[src/pad_function_select_regs.svh]
// constants for the pad function multiplexer
`ifndef PAD_FUNCTION_SELECT_REGS_SVH
`define PAD_FUNCTION_SELECT_REGS_SVH

// pad count and pad index within the pad vectors
`define PAD_COUNT 7
`define PAD_A4 0
`define PAD_A5 1
`define PAD_A6 2
`define PAD_D4 3
`define PAD_E0 4
`define PAD_E1 5
`define PAD_B1 6

// configuration field positions
`define CFG_A4_HI 3
`define CFG_A4_LO 0
`define CFG_A5_HI 7
`define CFG_A5_LO 4
`define CFG_A6_HI 11
`define CFG_A6_LO 8
`define CFG_D4_HI 3
`define CFG_D4_LO 0
`define CFG_E0_HI 3
`define CFG_E0_LO 0
`define CFG_E1_HI 7
`define CFG_E1_LO 4
`define CFG_B1_HI 7
`define CFG_B1_LO 4

// pad configuration field codes
`define CFG_ANALOG 4'h0
`define CFG_OUT_PUSH_PULL 4'h1
`define CFG_INPUT 4'h4
`define CFG_OUT_OPEN_DRAIN 4'h5
`define CFG_INPUT_PULL 4'h8
`define CFG_ALT_OUT 4'h9
`define CFG_ALT_OPEN_DRAIN 4'hd

// control bit positions in peripheral config words
`define UART_RTS_EN_BIT 5
`define SPI_SLAVE_BIT 4
`define TIMER2_REMAP_CH1_BIT 4

// reset values
`define BOOT_MONITOR_RESET 1'b0
`define PAD_OE_N_RESET 7'h7f

// cycles after external reset release during which the boot pin is still sampled
`define BOOT_HOLD_CYCLES 3'h4

`endif

[src/pad_function_select_pkg.sv]
// types for the pad function multiplexer
`default_nettype none
package pad_function_select_pkg;

  // serial controller operating mode
  typedef enum logic [1:0] {
    mode_off_type_v = 2'h0,
    mode_uart = 2'h1,
    mode_spi = 2'h2,
    mode_two_wire = 2'h3
  } ctrl_mode_type;

  // trace control from the cpu and software
  typedef struct packed {
    logic trace_enable;
    logic trace_four_wire;
    logic packet_trace_enable;
  } trace_ctrl_type;

  // signals that peripherals offer to the pads
  typedef struct packed {
    logic packet_trace_frame;
    logic packet_trace_serial_data;
    logic cpu_trace_bit2;
    logic cpu_trace_bit3;
    logic ctrl3_request_to_send_n;
    logic ctrl4_master_out_line;
    logic ctrl4_master_in_line;
    logic ctrl4_two_wire_data;
    logic ctrl1_master_in_line;
    logic ctrl1_master_out_line;
    logic ctrl1_two_wire_data;
    logic ctrl1_uart_transmit;
    logic timer1_channel3_pin;
    logic timer2_channel1_pin;
  } periph_out_type;

  // signals that the pads hand to peripherals
  typedef struct packed {
    logic ctrl3_slave_select_n;
    logic ctrl4_master_out_line;
    logic ctrl4_master_in_line;
    logic ctrl4_two_wire_data;
    logic ctrl1_two_wire_data;
    logic timer1_channel3_pin;
    logic timer2_channel1_pin;
  } periph_in_type;

endpackage
`default_nettype wire

[src/pad_function_select.sv]
// pad function multiplexer for seven digital pads
`include "pad_function_select_regs.svh"
`default_nettype none
module pad_function_select (
  input wire logic clk,
  input wire logic rst_b,
  input wire logic [`PAD_COUNT-1:0] pad_in,
  output logic [`PAD_COUNT-1:0] pad_out,
  output logic [`PAD_COUNT-1:0] pad_oe_n,
  input wire logic [11:0] port_a_high_pad_config,
  input wire logic [7:4] port_b_low_pad_config,
  input wire logic [3:0] port_d_high_pad_config,
  input wire logic [7:0] port_e_low_pad_config,
  input wire pad_function_select_pkg::trace_ctrl_type trace_ctrl,
  input wire pad_function_select_pkg::ctrl_mode_type ctrl1_mode_select,
  input wire pad_function_select_pkg::ctrl_mode_type ctrl3_mode_select,
  input wire pad_function_select_pkg::ctrl_mode_type ctrl4_mode_select,
  input wire logic [7:0] ctrl1_spi_config,
  input wire logic [7:0] ctrl3_spi_config,
  input wire logic [7:0] ctrl3_uart_config,
  input wire logic [7:0] ctrl4_spi_config,
  input wire logic timer1_channel_output_enable,
  input wire logic timer2_channel_output_enable,
  input wire logic [7:0] timer2_pin_remap,
  input wire pad_function_select_pkg::periph_out_type periph_out,
  output pad_function_select_pkg::periph_in_type periph_in,
  input wire logic [`PAD_COUNT-1:0] gpio_out,
  output logic [`PAD_COUNT-1:0] gpio_in,
  output logic analog_input_four,
  output logic analog_input_five,
  input wire logic [2:0] ext_irq_c_pin_select,
  input wire logic [2:0] ext_irq_d_pin_select,
  output logic external_interrupt_c,
  output logic external_interrupt_d,
  input wire logic external_reset_n,
  output logic boot_to_monitor
);
  import pad_function_select_pkg::*;

  // field decoders; the drive ones are shared by all pads, the analog one serves only the two port-A high pads
  // codes outside the decoded set leave the pad undriven, like an input
  // open drain is shared by the gpio and the alternate open-drain codes
  function automatic logic cfg_is_analog(input logic [3:0] cfg);
    cfg_is_analog = (cfg == `CFG_ANALOG);
  endfunction

  function automatic logic cfg_is_alt(input logic [3:0] cfg);
    cfg_is_alt = (cfg == `CFG_ALT_OUT) || (cfg == `CFG_ALT_OPEN_DRAIN);
  endfunction

  function automatic logic cfg_is_open_drain(input logic [3:0] cfg);
    cfg_is_open_drain = (cfg == `CFG_ALT_OPEN_DRAIN) || (cfg == `CFG_OUT_OPEN_DRAIN);
  endfunction

  function automatic logic cfg_is_gpio_out(input logic [3:0] cfg);
    cfg_is_gpio_out = (cfg == `CFG_OUT_PUSH_PULL) || (cfg == `CFG_OUT_OPEN_DRAIN);
  endfunction

  // pad input synchroniser, second stage is the only reader of the first
  // every pad level and the external reset pin arrive from outside the clock
  logic [`PAD_COUNT-1:0] pad_meta;
  logic [`PAD_COUNT-1:0] pad_sync;
  logic ext_reset_meta;
  logic ext_reset_sync;

  always_ff @(posedge clk or negedge rst_b) begin
    if (!rst_b) begin
      pad_meta <= '0;
      pad_sync <= '0;
      ext_reset_meta <= 1'b0;
      ext_reset_sync <= 1'b0;
    end else begin
      pad_meta <= pad_in;
      pad_sync <= pad_meta;
      ext_reset_meta <= external_reset_n;
      ext_reset_sync <= ext_reset_meta;
    end
  end

  // per-pad configuration fields
  logic [3:0] pad_cfg [`PAD_COUNT];
  assign pad_cfg[`PAD_A4] = port_a_high_pad_config[`CFG_A4_HI:`CFG_A4_LO];
  assign pad_cfg[`PAD_A5] = port_a_high_pad_config[`CFG_A5_HI:`CFG_A5_LO];
  assign pad_cfg[`PAD_A6] = port_a_high_pad_config[`CFG_A6_HI:`CFG_A6_LO];
  assign pad_cfg[`PAD_D4] = port_d_high_pad_config[`CFG_D4_HI:`CFG_D4_LO];
  assign pad_cfg[`PAD_E0] = port_e_low_pad_config[`CFG_E0_HI:`CFG_E0_LO];
  assign pad_cfg[`PAD_E1] = port_e_low_pad_config[`CFG_E1_HI:`CFG_E1_LO];
  assign pad_cfg[`PAD_B1] = port_b_low_pad_config[`CFG_B1_HI:`CFG_B1_LO];

  // peripheral role decode
  // the spi role bit only counts while the controller is in spi mode
  // timer 2 takes the port-B pad only when remapped and its output enabled
  wire packet_trace_on = !trace_ctrl.trace_enable && trace_ctrl.packet_trace_enable;
  wire cpu_trace_on = trace_ctrl.trace_enable && trace_ctrl.trace_four_wire;
  wire ctrl1_spi = (ctrl1_mode_select == mode_spi);
  wire ctrl1_slave = ctrl1_spi_config[`SPI_SLAVE_BIT];
  wire ctrl3_spi_slave = (ctrl3_mode_select == mode_spi) && ctrl3_spi_config[`SPI_SLAVE_BIT];
  wire ctrl3_rts_on = (ctrl3_mode_select == mode_uart) && ctrl3_uart_config[`UART_RTS_EN_BIT];
  wire ctrl4_spi = (ctrl4_mode_select == mode_spi);
  wire ctrl4_slave = ctrl4_spi_config[`SPI_SLAVE_BIT];
  wire timer2_remap = timer2_pin_remap[`TIMER2_REMAP_CH1_BIT];
  wire timer2_claims_b1 = timer2_remap && timer2_channel_output_enable;
  wire ctrl1_owns_b1 = !timer2_channel_output_enable || !timer2_remap;

  // alternate source per pad: whether one is active and its level
  // an alternate code with no active source drives the pad low
  logic [`PAD_COUNT-1:0] alt_ok;
  logic [`PAD_COUNT-1:0] alt_val;

  // first port-A high pad: cpu trace takes it over packet trace
  assign alt_ok[`PAD_A4] = cpu_trace_on || packet_trace_on;
  assign alt_val[`PAD_A4] = cpu_trace_on ? periph_out.cpu_trace_bit2
                                         : periph_out.packet_trace_frame;

  // second port-A high pad
  assign alt_ok[`PAD_A5] = cpu_trace_on || packet_trace_on;
  assign alt_val[`PAD_A5] = cpu_trace_on ? periph_out.cpu_trace_bit3
                                         : periph_out.packet_trace_serial_data;

  // high-current pad carries timer 1 channel 3
  assign alt_ok[`PAD_A6] = timer1_channel_output_enable;
  assign alt_val[`PAD_A6] = periph_out.timer1_channel3_pin;

  // port-D pad carries controller 3 request-to-send
  assign alt_ok[`PAD_D4] = ctrl3_rts_on;
  assign alt_val[`PAD_D4] = periph_out.ctrl3_request_to_send_n;

  // first port-E pad: controller 4 master data out
  assign alt_ok[`PAD_E0] = ctrl4_spi && !ctrl4_slave;
  assign alt_val[`PAD_E0] = periph_out.ctrl4_master_out_line;

  // second port-E pad: two-wire data or spi slave data out
  wire e1_two_wire = (ctrl4_mode_select == mode_two_wire);
  assign alt_ok[`PAD_E1] = e1_two_wire || (ctrl4_spi && ctrl4_slave);
  assign alt_val[`PAD_E1] = e1_two_wire ? periph_out.ctrl4_two_wire_data
                                        : periph_out.ctrl4_master_in_line;

  // port-B pad: timer 2 when remapped and enabled, else controller 1
  // controller 1 picks its line by mode, and by role bit in spi mode
  // an idle controller offers nothing, so the pad is driven low
  logic b1_ctrl1_ok;
  logic b1_ctrl1_val;
  always_comb begin
    b1_ctrl1_ok = 1'b0;
    b1_ctrl1_val = 1'b0;
    unique case (ctrl1_mode_select)
      mode_spi: begin
        b1_ctrl1_ok = 1'b1;
        b1_ctrl1_val = ctrl1_slave ? periph_out.ctrl1_master_in_line
                                   : periph_out.ctrl1_master_out_line;
      end
      mode_two_wire: begin
        b1_ctrl1_ok = 1'b1;
        b1_ctrl1_val = periph_out.ctrl1_two_wire_data;
      end
      mode_uart: begin
        b1_ctrl1_ok = 1'b1;
        b1_ctrl1_val = periph_out.ctrl1_uart_transmit;
      end
      mode_off_type_v: begin
        b1_ctrl1_ok = 1'b0;
        b1_ctrl1_val = 1'b0;
      end
    endcase
  end
  assign alt_ok[`PAD_B1] = timer2_claims_b1 || (ctrl1_owns_b1 && b1_ctrl1_ok);
  assign alt_val[`PAD_B1] = timer2_claims_b1 ? periph_out.timer2_channel1_pin
                                             : b1_ctrl1_val;

  // per-pad output resolution: analog, alternate, plain gpio or idle
  // analog and input codes release the pad and drive it low inside
  // one copy of this resolution per pad, indexed by the pad constants
  logic [`PAD_COUNT-1:0] next_pad_out;
  logic [`PAD_COUNT-1:0] next_pad_oe_n;
  genvar g;
  generate
    for (g = 0; g < `PAD_COUNT; g++) begin : g_pad
      wire is_alt = cfg_is_alt(pad_cfg[g]);
      wire is_od = cfg_is_open_drain(pad_cfg[g]);
      wire is_gpio = cfg_is_gpio_out(pad_cfg[g]);
      wire drv_val = is_alt ? (alt_ok[g] & alt_val[g]) : gpio_out[g];
      wire drv_on = is_alt || is_gpio;
      // open drain pulls low only, push-pull always drives
      assign next_pad_out[g] = drv_on ? drv_val : 1'b0;
      assign next_pad_oe_n[g] = !(drv_on && (!is_od || !drv_val));
    end
  endgenerate

  // peripheral inputs taken from the pads
  // unselected inputs show their idle level: select and two-wire high
  periph_in_type next_periph_in;
  always_comb begin
    next_periph_in.ctrl3_slave_select_n = ctrl3_spi_slave ? pad_sync[`PAD_D4]
                                                          : 1'b1;
    next_periph_in.ctrl4_master_out_line = (ctrl4_spi && ctrl4_slave) ? pad_sync[`PAD_E0]
                                                                      : 1'b0;
    next_periph_in.ctrl4_master_in_line = (ctrl4_spi && !ctrl4_slave) ? pad_sync[`PAD_E1]
                                                                      : 1'b0;
    next_periph_in.ctrl4_two_wire_data = e1_two_wire ? pad_sync[`PAD_E1] : 1'b1;
    next_periph_in.ctrl1_two_wire_data =
      (ctrl1_owns_b1 && ctrl1_mode_select == mode_two_wire) ? pad_sync[`PAD_B1]
                                                            : 1'b1;
    next_periph_in.timer1_channel3_pin = pad_sync[`PAD_A6];
    // timer 2 channel 1 listens on the port-B pad while not remapped
    next_periph_in.timer2_channel1_pin = !timer2_remap ? pad_sync[`PAD_B1] : 1'b0;
  end

  // analog connection of the two port-A high pads
  // the converter join is a level that follows the field alone
  wire next_analog_four = cfg_is_analog(pad_cfg[`PAD_A4]);
  wire next_analog_five = cfg_is_analog(pad_cfg[`PAD_A5]);

  // pick one synchronised pad level by index, out of range reads as low
  // the selector never indexes the vector itself, so no unknown escapes
  function automatic logic pad_pick(input logic [`PAD_COUNT-1:0] lvl,
                                    input logic [2:0] sel);
    logic hit;
    hit = 1'b0;
    for (int i = 0; i < `PAD_COUNT; i++) begin
      if (sel == 3'(i)) begin
        hit = lvl[i];
      end
    end
    pad_pick = hit;
  endfunction

  // external interrupt pin selection, out of range selects nothing
  wire next_irq_c = pad_pick(pad_sync, ext_irq_c_pin_select);
  wire next_irq_d = pad_pick(pad_sync, ext_irq_d_pin_select);

  // pad drive registers, all pads released while in reset
  always_ff @(posedge clk or negedge rst_b) begin
    if (!rst_b) begin
      pad_out <= '0;
      pad_oe_n <= `PAD_OE_N_RESET;
    end else begin
      pad_out <= next_pad_out;
      pad_oe_n <= next_pad_oe_n;
    end
  end

  // peripheral input registers
  always_ff @(posedge clk or negedge rst_b) begin
    if (!rst_b) begin
      periph_in <= '0;
    end else begin
      periph_in <= next_periph_in;
    end
  end

  // plain gpio input registers, fed from the synchroniser
  always_ff @(posedge clk or negedge rst_b) begin
    if (!rst_b) begin
      gpio_in <= '0;
    end else begin
      gpio_in <= pad_sync;
    end
  end

  // analog join registers
  always_ff @(posedge clk or negedge rst_b) begin
    if (!rst_b) begin
      analog_input_four <= 1'b0;
      analog_input_five <= 1'b0;
    end else begin
      analog_input_four <= next_analog_four;
      analog_input_five <= next_analog_five;
    end
  end

  // interrupt level outputs
  always_ff @(posedge clk or negedge rst_b) begin
    if (!rst_b) begin
      external_interrupt_c <= 1'b0;
      external_interrupt_d <= 1'b0;
    end else begin
      external_interrupt_c <= next_irq_c;
      external_interrupt_d <= next_irq_d;
    end
  end

  // boot select window: open while external reset low and a few cycles after
  // the hold keeps the window open four cycles past the synchronised release, so a boot
  // pin released together with reset decides by its new level; then the choice freezes
  logic [2:0] boot_hold;
  wire boot_window = !ext_reset_sync || (boot_hold != 3'h0);
  wire [2:0] next_boot_hold = !ext_reset_sync ? `BOOT_HOLD_CYCLES
                            : (boot_hold != 3'h0) ? boot_hold - 3'h1 : 3'h0;
  wire next_boot = boot_window ? !pad_sync[`PAD_A5] : boot_to_monitor;

  // window counter, reloaded while external reset is low
  always_ff @(posedge clk or negedge rst_b) begin
    if (!rst_b) begin
      boot_hold <= 3'h0;
    end else begin
      boot_hold <= next_boot_hold;
    end
  end

  // boot decision register
  always_ff @(posedge clk or negedge rst_b) begin
    if (!rst_b) begin
      boot_to_monitor <= `BOOT_MONITOR_RESET;
    end else begin
      boot_to_monitor <= next_boot;
    end
  end

endmodule // pad_function_select
`default_nettype wire

[config.mk]
export PLATFORM = sky130hd
export DESIGN_NAME = pad_function_select
export DESIGN_NICKNAME = d
export VERILOG_FILES = /design/src/pad_function_select_pkg.sv /design/src/pad_function_select.sv
export VERILOG_INCLUDE_DIRS = /design/src
export SDC_FILE = /design/constraint.sdc
export NUM_CORES = 1
export LEC_CHECK = 0
export BUFFER_PORTS_ARGS = -buffer_cell sky130_fd_sc_hd__clkbuf_2
export CAP_MARGIN = 25
export CORE_MARGIN = 2
export CORE_UTILIZATION = 30
export DETAILED_ROUTE_END_ITERATION = 8
export GPL_TIMING_DRIVEN = 0
export PLACE_DENSITY = 0.64
export SLEW_MARGIN = 20
export SYNTH_ARGS = -nofsm -noshare
export SYNTH_HDL_FRONTEND = slang
export SYNTH_SLANG_ARGS = --single-unit
[constraint.sdc]
create_clock -name clk -period 2.29 [get_ports clk]
set_input_delay 0.3435 -clock clk [delete_from_list [all_inputs] [get_ports clk]]
set_output_delay 0.3435 -clock clk [all_outputs]
set_load 0.1 [all_outputs]
==> summary.txt <==
Route
  – Vias per cell: 4.38
  – Drt total wl: 3.90 mm
  – Met3 routed WL: 371 um
  – Met2 WL: 1.97 mm
  – First-pass DRT Iterations: 4
  – DRC: 0
  – DRT met1 WL: 1.48 mm
  – Detail Route Antenna Nets: 0
  – DR top layer: met4
  – Initial DRC count: 29
  – Average wire per standard cell: 11.7 um
  – Vias: 1,464

Finish
  – Most frequent cells in the layout: 112 x clkbuf_2, 44 x dfrtp_1, 9 x o21ai_0
  – # fillers: 561
  – Layout cell share with drive strength beyond 1: 0.517
  – Final net count: 376
  – Area Growth Syn to Fin: 39.9%
  – Number of diodes: 0
  – Commonest non-fill, non-tap cell in the layout: clkbuf_2

Synth
  – Largest family of logic cells by synthesized area: simple AND/OR/NAND/NOR gates
  – Area fraction in and, or, nand and nor cells after synthesis: 0.158
  – Synth Area in Adders: 0.0132
  – Post-Synth XOR/XNOR Area: 0
  – Synth Area in Compound Gates: 0.0801
  – Synthesized cell area: 1890 um^2
  – Post-synthesis sequential element count: 51
  – Syn nets: 256
  – Unique masters post-synth: 33
  – Ys Warns: 0
  – Gate Count Post-Synth: 138
  – Mux contribution to synthesized area: 0.0530
  – Syn Area/Cell: 13.7 um^2
  – Sequential-to-total area share from yosys stat: 0.680

Worst setup path
  – Crit-path max cell delay: 0.53 ns
  – Buf/Inv on CP: 1
  – Crit path kind: flop to output port
  – CP cell instances: clkbuf_2
  – Kind of cell adding the most delay to the critical path: flip-flops
  – CP max FO: 1
  – CP Capture Type: output port
  – Worst endpoint required time: 1.95 ns
  – Crit path DAT: 1.27 ns
  – Setup crit start kind: flop
  – CP max stage cell: dfstp_2

STA
  – Count of pins over their slew limit: 0
  – Setup violators final: 0
  – Slew margin rel.: 0.561
  – Final WS setup: 0.676 ns
  – RSZ-0062 raised after global routing: false
  – Final period utilization: 0.705
  – Final setup skew: 0.00424 ns
  – Min Tclk post-route: 1.61 ns
  – F_max: 0.620 GHz
  – Fin. Hold Viols: 0
  – Sum Neg Setup Slack: 0 ns
  – Worst-Margin Slew: 0.658 ns

Clocking
  – Post-CTS Resized: 0
  – CTS tree: done
  – Hold_buf cts: 0
  – Clk buf depth: 2
  – # H-tree levels: 2
  – Clk sinks: 51
  – CTS root buf: clkbuf_8
  – Clk_lat worst skew: 0.29 ns
  – Clock-pin slew on the worst setup and hold paths: 0.09 ns
  – Num CTS Buffers: 5
  – Post-CTS Setup Bufs: 0

Placed design
  – Placer Congestion: 0.792
  – DP HPWL: 3.08 mm
  – Dpl ws: 0.983 ns
  – Port Buffers: 113

Floorplanning
  – Initial Util: 0.315
  – Placeable Area: 5990 um^2
  – Die Y: 83.4 um
  – Die X: 83.4 um
  – I/O Pins: 149
  – Row count: 28
  – Die area: 6950 um^2

Global routing
  – Initial antenna violation count: 0
  – Total GRT Usage: 0.123
  – GRT Residual Overflow: 0
  – Vias in the first global route: 1,549
  – First-pass GRT wire length: 6.87 mm
  – Largest net degree at the start of global routing: 52

Run status
  – Status: complete, no violations

Pwr
  – Lkg Pwr: 0.00136 uW
  – P per Cell Area: 726 nW/um^2
  – Maximum vdd drop: 0.337 mV

Worst hold path
  – Worst hold path type: input pin to async pin

Run
  – Max-cap violations: 0
## stage by stage
step	hold WS (ns)	utilization	cell area, um^2	power (uW)	std cells
floorplan	0.0479	-	1890	1280	138
finish	0.0922	0.441	2640	1920	334
global route	0.123	0.441	2640	2020	334
detailed placement	0.335	0.426	2550	1420	326
global placement	0.332	0.425	2550	1420	326
CTS	0.122	0.441	2640	1960	334
## logic make-up after synthesis
family / Yosys count
flops: 51
simple gates: 48
compound gates: 23
buf+inv: 7
mux: 7
fa+ha+maj: 2
## power by group
part	switching (uW)	internal [uW]
clock	276	244
combinational	309	113
sequential	22.4	954
## registers in the layout (all words and copies together) (netlist names)
signal,count
ext_reset_sync,1
boot_to_monitor,1
pad_oe_n,7
gpio_in,7
pad_sync,7
external_interrupt_d,1
ext_reset_meta,1
external_interrupt_c,1
boot_hold,3
analog_input_five,1
pad_out,7
periph_in,6
analog_input_four,1
pad_meta,7
## synth_stat cells
cell | count | area share
dfrtp_1 | 44 | 0.58
o21ai_0 | 9 | 0.024
nand2_1 | 8 | 0.016
nor2b_1 | 8 | 0.026
dfstp_2 | 7 | 0.097
inv_1 | 6 | 0.012
nand2b_1 | 6 | 0.020
mux2i_1 | 4 | 0.021
nand3_1 | 4 | 0.011
nor2_1 | 4 | 0.0079
and3_1 | 3 | 0.0099
nor3b_1 | 3 | 0.012
o21a_1 | 3 | 0.012
a21o_1 | 2 | 0.0079
a21oi_1 | 2 | 0.0053
a31oi_1 | 2 | 0.0066
ha_1 | 2 | 0.013
mux4_2 | 2 | 0.024
nand3b_1 | 2 | 0.0079
nand4_1 | 2 | 0.0066
nor4_1 | 2 | 0.0066
o221ai_1 | 2 | 0.0093
a211oi_2 | 1 | 0.0066
a21boi_0 | 1 | 0.0040
and2_1 | 1 | 0.0033
and4b_1 | 1 | 0.0053
buf_4 | 1 | 0.0040
mux2_4 | 1 | 0.0079
nand4b_1 | 1 | 0.0046
nand4bb_1 | 1 | 0.0060
nor3b_2 | 1 | 0.0066
nor4b_2 | 1 | 0.0079
o311ai_1 | 1 | 0.0046
## worst paths after layout
| kind | cells past startpoint | endpoint | startpoint | slack [ns] |
|---|---|---|---|---|
| worst min-delay path | 1 | boot_hold[2]$_DFF_PN0_ | rst_b | 0.09 |
| worst max register to register | 2 | external_interrupt_d$_DFF_PN0_ | pad_sync[1]$_DFF_PN0_ | 1.10 |
| max in group asynchronous | 1 | pad_out[0]$_DFF_PN0_ | rst_b | 1.76 |
| worst min register to register | 0 | pad_sync[6]$_DFF_PN0_ | pad_meta[6]$_DFF_PN0_ | 0.35 |
| worst max-delay path | 1 | pad_oe_n[5] | pad_oe_n[5]$_DFF_PN1_ | 0.68 |
| min in group clk | 1 | pad_meta[1]$_DFF_PN0_ | pad_in[1] | 0.15 |
## routing by layer
metal  vias up  global-route usage
met5         -                   0
met4         0              0.0507
met3         6              0.0427
met2        72               0.207
met1       662               0.141
li1        724                   -
## final cells by class
cell class,count,area [um^2],area share
Multi-Input combinational cell,80,574,0.217
Sequential cell,51,1280,0.486
Inverter,6,22.5,0.00852
Timing Repair Buffer,113,568,0.215
Clock inverter,1,5.00,0.00189
Clock buffer,7,86.3,0.0327
Buffer,1,7.51,0.00284
Tap cell,75,93.8,0.0355
Power figures use the tool's default switching activity.
